**src/cfg_readout_pkg.sv**
```systemverilog
// Purpose: shared constants and carriers for the serial configuration read-out block
// Assumes: one system clock, all pins asynchronous to it
// Notes: array contents sit outside this block behind a one-bit read port
//
// Operation
// reset level clears the address counter and floats the data output
// chip select High after reset keeps counter halted, data output floating
// enable level with chip select Low enables counter and data driver
// renewed reset level clears counter and floats data regardless of chip select
// after the last bit and cascade output Low, data output floats
// power-up reset clears the address counter without any pin action
// four nonvolatile bytes select which level of the reset input resets
// one-bit-wide array, density 65,536 to 4,194,304 bits, read serially
// smallest density has no cascade output; it stays High
// the FPGA drives chip select, reset/enable and configuration clock directly
// each clock edge while selected and enabled advances the counters
// cascade output Low at end, follows chip select until reset, then High
// program mode select Low enters programming; chip select then ignored
// block protect High refuses writes to the lowest block; Low allows all
// enabled data output shows current bit, next bit on each rising clock
package cfg_readout_pkg;

  localparam int unsigned ADDR_W           = 22;
  localparam int unsigned DENSITY_MIN      = 65536;
  localparam int unsigned DENSITY_MAX      = 4194304;
  localparam logic [ADDR_W-1:0] ADDR_ZERO  = 22'h00_0000;
  localparam logic [ADDR_W-1:0] ADDR_ONE   = 22'h00_0001;
  localparam logic [ADDR_W-1:0] PROTECT_BLOCK_END = 22'h00_2000;
  localparam logic [7:0] POLARITY_INVERT_CODE = 8'h00;
  localparam int unsigned POLARITY_BYTES   = 4;
  localparam int unsigned PIN_COUNT        = 6;

  typedef struct packed {
    logic config_clock;
    logic chip_select_n;
    logic reset_oe;
    logic program_mode_select_n;
    logic block_protect;
    logic device_select_bit;
  } pins_t;

  typedef struct packed {
    logic [7:0] byte3;
    logic [7:0] byte2;
    logic [7:0] byte1;
    logic [7:0] byte0;
  } polarity_bytes_t;

  typedef enum logic {
    READ_ON,
    EXHAUSTED
  } read_state_t;

endpackage

```
**src/cfg_readout.sv**
```systemverilog
// Purpose: read-out side of a serial configuration memory feeding an FPGA
// Assumes: pins from the FPGA are asynchronous; array read port is same-clock
// Notes: array contents and the two-wire programming engine live outside
`timescale 1ns/1ns
module cfg_readout #(
  parameter int unsigned DENSITY_BITS = cfg_readout_pkg::DENSITY_MAX
) (
  input  wire logic                               i_clock,
  input  wire logic                               i_sys_rst,
  input  wire logic                               i_configuration_clock,
  input  wire logic                               i_chip_select_n,
  input  wire logic                               i_reset_oe,
  input  wire logic                               i_program_mode_select_n,
  input  wire logic                               i_block_protect,
  input  wire logic                               i_device_select_bit,
  input  wire cfg_readout_pkg::polarity_bytes_t   i_polarity_bytes,
  input  wire logic                               i_read_bit,
  input  wire logic                               i_prog_wr_req,
  input  wire logic [cfg_readout_pkg::ADDR_W-1:0] i_prog_wr_addr,
  output logic      [cfg_readout_pkg::ADDR_W-1:0] o_read_addr,
  output logic                                    o_data,
  output logic                                    o_data_oe,
  output logic                                    o_cascade_select_out_n,
  output logic                                    o_prog_wr_en,
  output logic      [cfg_readout_pkg::ADDR_W-1:0] o_prog_wr_addr,
  output logic                                    o_prog_wr_refused
);

  localparam int unsigned LAST_INDEX = DENSITY_BITS - 1;
  localparam logic [cfg_readout_pkg::ADDR_W-1:0] LAST_ADDR =
    LAST_INDEX[cfg_readout_pkg::ADDR_W-1:0];
  localparam bit HAS_CASCADE = (DENSITY_BITS > cfg_readout_pkg::DENSITY_MIN);

  cfg_readout_pkg::pins_t      pins_raw;
  cfg_readout_pkg::pins_t      pins_s;
  cfg_readout_pkg::read_state_t state_q;
  cfg_readout_pkg::read_state_t state_d;
  logic [cfg_readout_pkg::ADDR_W-1:0] addr_q;
  logic [cfg_readout_pkg::ADDR_W-1:0] addr_d;
  logic                               cfg_prev_q;
  logic                               cfg_rise;
  logic                               invert_q;
  logic                               polarity_loaded_q;
  logic                               reset_lvl;
  logic                               prog_mode;
  logic                               enabled;
  logic                               at_last;
  logic                               wr_allowed;

  function automatic logic bytes_all_match(input cfg_readout_pkg::polarity_bytes_t b);
    bytes_all_match = (b.byte0 == cfg_readout_pkg::POLARITY_INVERT_CODE) &&
                      (b.byte1 == cfg_readout_pkg::POLARITY_INVERT_CODE) &&
                      (b.byte2 == cfg_readout_pkg::POLARITY_INVERT_CODE) &&
                      (b.byte3 == cfg_readout_pkg::POLARITY_INVERT_CODE);
  endfunction

  function automatic logic in_protected_block(input logic [cfg_readout_pkg::ADDR_W-1:0] a);
    in_protected_block = (a < cfg_readout_pkg::PROTECT_BLOCK_END);
  endfunction

  assign pins_raw.config_clock          = i_configuration_clock;
  assign pins_raw.chip_select_n         = i_chip_select_n;
  assign pins_raw.reset_oe              = i_reset_oe;
  assign pins_raw.program_mode_select_n = i_program_mode_select_n;
  assign pins_raw.block_protect         = i_block_protect;
  assign pins_raw.device_select_bit     = i_device_select_bit;

  pin_sync #(
    .WIDTH (cfg_readout_pkg::PIN_COUNT)
  ) u_pin_sync (
    .i_clock   (i_clock),
    .i_sys_rst (i_sys_rst),
    .i_async   (pins_raw),
    .o_sync    (pins_s)
  );

  // polarity bytes caught once after power-up release
  always_ff @(posedge i_clock or posedge i_sys_rst) begin
    if (i_sys_rst) begin
      invert_q          <= 1'b0;
      polarity_loaded_q <= 1'b0;
    end else if (!polarity_loaded_q) begin
      invert_q          <= bytes_all_match(i_polarity_bytes);
      polarity_loaded_q <= 1'b1;
    end
  end

  always_ff @(posedge i_clock or posedge i_sys_rst) begin
    if (i_sys_rst) begin
      cfg_prev_q <= 1'b0;
    end else begin
      cfg_prev_q <= pins_s.config_clock;
    end
  end

  assign cfg_rise  = pins_s.config_clock && !cfg_prev_q;
  assign reset_lvl = invert_q ? !pins_s.reset_oe : pins_s.reset_oe;
  assign prog_mode = !pins_s.program_mode_select_n;
  assign enabled   = !prog_mode && !reset_lvl && !pins_s.chip_select_n &&
                     (state_q == cfg_readout_pkg::READ_ON);
  assign at_last   = (addr_q == LAST_ADDR);

  always_comb begin
    state_d = state_q;
    addr_d  = addr_q;
    if (reset_lvl && !prog_mode) begin
      state_d = cfg_readout_pkg::READ_ON;
      addr_d  = cfg_readout_pkg::ADDR_ZERO;
    end else if (enabled && cfg_rise) begin
      case (state_q)
        cfg_readout_pkg::READ_ON: begin
          if (at_last) begin
            state_d = cfg_readout_pkg::EXHAUSTED;
          end else begin
            addr_d = addr_q + cfg_readout_pkg::ADDR_ONE;
          end
        end
        default: begin
          state_d = state_q;
        end
      endcase
    end
  end

  always_ff @(posedge i_clock or posedge i_sys_rst) begin
    if (i_sys_rst) begin
      state_q <= cfg_readout_pkg::READ_ON;
      addr_q  <= cfg_readout_pkg::ADDR_ZERO;
    end else begin
      state_q <= state_d;
      addr_q  <= addr_d;
    end
  end

  // data pin driver
  always_ff @(posedge i_clock or posedge i_sys_rst) begin
    if (i_sys_rst) begin
      o_read_addr <= cfg_readout_pkg::ADDR_ZERO;
      o_data      <= 1'b0;
      o_data_oe   <= 1'b0;
    end else begin
      o_read_addr <= addr_d;
      o_data      <= i_read_bit;
      o_data_oe   <= enabled && (state_d == cfg_readout_pkg::READ_ON);
    end
  end

  generate
    if (HAS_CASCADE) begin : g_cascade
      always_ff @(posedge i_clock or posedge i_sys_rst) begin
        if (i_sys_rst) begin
          o_cascade_select_out_n <= 1'b1;
        end else if (reset_lvl || prog_mode) begin
          o_cascade_select_out_n <= 1'b1;
        end else if (state_d == cfg_readout_pkg::EXHAUSTED) begin
          o_cascade_select_out_n <= pins_s.chip_select_n;
        end else begin
          o_cascade_select_out_n <= 1'b1;
        end
      end
    end else begin : g_no_cascade
      always_ff @(posedge i_clock or posedge i_sys_rst) begin
        if (i_sys_rst) begin
          o_cascade_select_out_n <= 1'b1;
        end else begin
          o_cascade_select_out_n <= 1'b1;
        end
      end
    end
  endgenerate

  // write gate for the programming engine
  assign wr_allowed = !(pins_s.block_protect && in_protected_block(i_prog_wr_addr));

  always_ff @(posedge i_clock or posedge i_sys_rst) begin
    if (i_sys_rst) begin
      o_prog_wr_en      <= 1'b0;
      o_prog_wr_addr    <= cfg_readout_pkg::ADDR_ZERO;
      o_prog_wr_refused <= 1'b0;
    end else begin
      o_prog_wr_addr    <= i_prog_wr_addr;
      o_prog_wr_en      <= i_prog_wr_req && prog_mode &&
                           pins_s.device_select_bit && wr_allowed;
      o_prog_wr_refused <= i_prog_wr_req && prog_mode &&
                           pins_s.device_select_bit && !wr_allowed;
    end
  end
endmodule

```
**src/pin_sync.sv**
```systemverilog
// Purpose: two-stage synchroniser for a group of asynchronous pins
// Assumes: each bit is an independent level
// Notes: first stage feeds only the second stage
`timescale 1ns/1ns
module pin_sync #(
  parameter int unsigned WIDTH = 1
) (
  input  wire logic             i_clock,
  input  wire logic             i_sys_rst,
  input  wire logic [WIDTH-1:0] i_async,
  output logic      [WIDTH-1:0] o_sync
);

  logic [WIDTH-1:0] stage1_q;

  always_ff @(posedge i_clock or posedge i_sys_rst) begin
    if (i_sys_rst) begin
      stage1_q <= '0;
      o_sync   <= '0;
    end else begin
      stage1_q <= i_async;
      o_sync   <= stage1_q;
    end
  end

endmodule

```
**config.mk**
```make
export PLATFORM = sky130hd
export DESIGN_NAME = cfg_readout
export DESIGN_NICKNAME = d
export VERILOG_FILES = /design/src/cfg_readout_pkg.sv /design/src/cfg_readout.sv /design/src/pin_sync.sv
export SDC_FILE = /design/constraint.sdc
export NUM_CORES = 1
export LEC_CHECK = 0
export BUFFER_PORTS_ARGS = -buffer_cell sky130_fd_sc_hd__buf_2
export CAP_MARGIN = 20
export CORE_MARGIN = 2
export CORE_UTILIZATION = 30
export DETAILED_ROUTE_END_ITERATION = 10
export HOLD_SLACK_MARGIN = 0.12
export PLACE_DENSITY = 0.58
export SLEW_MARGIN = 20
export SYNTH_ARGS = -nofsm -noshare
export SYNTH_HDL_FRONTEND = slang
export SYNTH_SLANG_ARGS = --single-unit
```
**constraint.sdc**
```tcl
create_clock -name i_clock -period 2.1 [get_ports i_clock]
set_input_delay 0.315 -clock i_clock [delete_from_list [all_inputs] [get_ports i_clock]]
set_output_delay 0.315 -clock i_clock [all_outputs]
set_load 0.1 [all_outputs]
```
==> run_results.csv <==
group,metric,value,unit
timing,fmax,510,MHz
clock_network,cts-root-buf,"clkbuf_8",
global_route,first_global_vias,2097,
timing,relSlewSlack,62.7,%
floorplan,die-area,0.00915,sq mm
place,place_congestion,0.779,
timing,skew,11.4,ps
synth,yosys_register_bits,65,
floorplan,ios,113,
timing,tightest_slew,545,ps
place,port_buffers,112,
floorplan,start_util,30.8,%
detailed_routing,first_pass_iters,4,
power,power.internal,1.98,mW
layout,diodes,0,
detailed_routing,drt_iter0_markers,60,
layout,area_growth,50.2,%
global_route,grt_pass1_wl,9.74,mm
power,p_switching,0.787,mW
global_route,antenna_found_initial,0,
synth,netlist_top_cells_area,"dfrtp_1 (64%), nor4_1 (3.5%), xnor2_1 (2.4%)",
synth,synth-seq-area-share,64.6,%
clock_network,clockBufferDepth,2,
clock_network,htreeDepth,3,
synth,synthTopCellsByCount,"dfrtp_1 (64), nor4_1 (14), nand2_1 (13)",
critical_path,critical_path_class,"reg -> reg",
power,combPwrFrac,13.9,%
critical_path,crit_fanout,16,
detailed_routing,drc_errors,0,
synth,synthCells,207,
synth,synthArstFlopShare,100,%
global_route,grt_use_total,14.3,%
layout,drive_above_1_share,46.8,%
synth,syn_area_per_cell,12.2,sq um
power,ir_worst_vdd,0.344,mV
synth,ys_types,46,
floorplan,core,0.00818,sq mm
detailed_routing,vias,2167,
synth,syn_area,0.00252,sq mm
global_route,overflow,0,
clock_network,insertion_delay,340,ps
floorplan,dieHeight,95.7,microns
timing,fin_crit,1960,ps
worst_hold_path,hp-class,"in -> reg",
synth,yosysWarnings,0,
detailed_routing,drt-wirelength-per-cell,12.9,microns
synth,synth_edf_count,0,
clock_network,clock-sinks,65,
synth,synth_nets,272,
timing,hold_ws,256,ps
synth,synth.largest_area_cell,"dfrtp_1",
synth,ys.flop_type,"dfrtp_1",
power,p_total,2.77,mW
critical_path,cp.arrival,2230,ps
power,pwr-share-clk,39.0,%
run,cap_violations,0,
floorplan,fp.dieW,95.7,microns
layout,nets,425,
critical_path,crit_required,2370,ps
detailed_routing,via_per_inst,4.61,
timing,post-route-period-util,93.4,%
global_route,grt_max_degree,33,
timing,hold_viol,0,
place,dpl.hpwl,4.24,mm
floorplan,rows,33,
power,p_sw_share,28.4,%
detailed_routing,antenna_left,0,
timing,grt_setup_unrepaired,"no",
synth,yosysTopAreaCellShare,63.6,%
critical_path,setup.worst_path.start_class,"register",
timing,slew_viol_final,0,
power,power_frac_seq,47.1,%
clock_network,cts_buffers,9,
synth,synth.most_common_cell,"dfrtp_1",
clock_network,cts_tree,"built",
power,leakagePower,1.71,nW
detailed_routing,drt_wl_total,6.08,mm
critical_path,end_kind,"register",
power,cellPowerDensity,731,mW/mm^2
outcome,status,"finished clean",
timing,setup_viol,0,
clock_network,clkTransAtPathRegs,80,ps
cell usage in the layout, fill, tap and decap left out, types with 3 or more instances in the layout:
master,count
buf_2,112
dfrtp_1,42
dlygate4sd3_1,30
dfrtp_2,22
nor4_1,14
nand2_1,13
nor2_1,11
clkbuf_8,10
a21oi_1,8
nand4_1,7
xnor2_1,7
nand3_1,6
inv_1,6
o21ai_0,6
or3_1,5
or4_1,5
buf_4,5
nor2b_1,4
nor3_1,4
nand2b_1,3
o211ai_1,3
o31ai_1,3
clkinvlp_4,3
kinds of logic (layout without fill, tap and decap cells):
group           count (synthesis)  in the layout  synth area share, %
compound gates                 34             34                 9.63
xor+xnor                        8              8                 3.08
fa+ha+maj                       1              1                0.496
buf+inv                        13            171                 2.53
flops                          65             65                 64.6
other cells                     1              1                0.149
simple gates                   85             85                 19.5
layer usage:
layer | part of all wire [%] | global-route usage, % | vias to the layer above
met3 | 8.5 | 5.30 | 4
met2 | 48 | 22.4 | 95
met5 | 0 | 0 | -
met4 | 0.71 | 5.48 | 0
li1 | - | - | 1066
met1 | 42 | 17.9 | 1002
area by class of cell:
cell class	count	area [sq um]
clock buffer	10	138
sequential	65	1660
clock inverter	6	66.3
timing repair buffer	148	918
tap	105	131
fill	767	4390
inverter	7	26.3
multi-input combinational	129	851
critical path, cell delays in order (launching register included):
cell	delay (ps)
dfrtp_2	460
ha_4	190
nand3_4	70
or3_1	310
o21ai_4	170
or4_2	560
a21oi_1	140
sequential cells by signal, indices dropped and copies added (netlist names):
name                    flops
o_cascade_select_out_n      1
o_read_addr                22
u_pin_sync.o_sync           6
o_data_oe                   1
o_prog_wr_en                1
cfg_prev_q                  1
state_q                     1
invert_q                    1
u_pin_sync.stage1_q         6
polarity_loaded_q           1
o_prog_wr_addr             22
o_prog_wr_refused           1
o_data                      1
power by group through the flow:
stage,sequential [mW],combinational (mW),clock [mW]
final,1.30,0.385,1.08
after global routing,1.31,0.409,1.18
after CTS,1.30,0.388,1.14
after detailed placement,1.33,0.346,0
after global placement,1.33,0.342,0
after floorplan,1.52,0.0424,0
through the flow:
step                      area [sq um]  TNS, ps  setup WS [ps]  instances  utilization (%)
after floorplan                   2570     -907           -126        207                -
after global placement            3280        0            191        424             40.1
after detailed placement          3280        0            159        424             40.1
after CTS                         3780        0            152        470             46.3
after global routing              3790        0           9.81        470             46.3
final                             3790        0            138        470             46.3
repair_timing:
action | in CTS | in global routing
endpoints found under the hold margin | 48 | 0
hold buffers | 30 | 0
resized for setup | 0 | 1
buffers inserted | 0 | 0
endpoints found under the setup margin | 0 | 1
worst paths after layout:
check                      cells after the start  slack, ps                   start                endpoint
max                                            6        140          o_read_addr[1]          o_read_addr[8]
min                                            3        260           i_prog_wr_req            o_prog_wr_en
max reg2reg                                    6        140          o_read_addr[1]          o_read_addr[8]
min reg2reg                                    0        350  u_pin_sync.stage1_q[1]    u_pin_sync.o_sync[1]
max in group asynchronous                      4        980               i_sys_rst  o_cascade_select_out_n
min in group asynchronous                      3        530               i_sys_rst      o_prog_wr_addr[20]
Note: power is estimated with default switching activity, not from simulation.
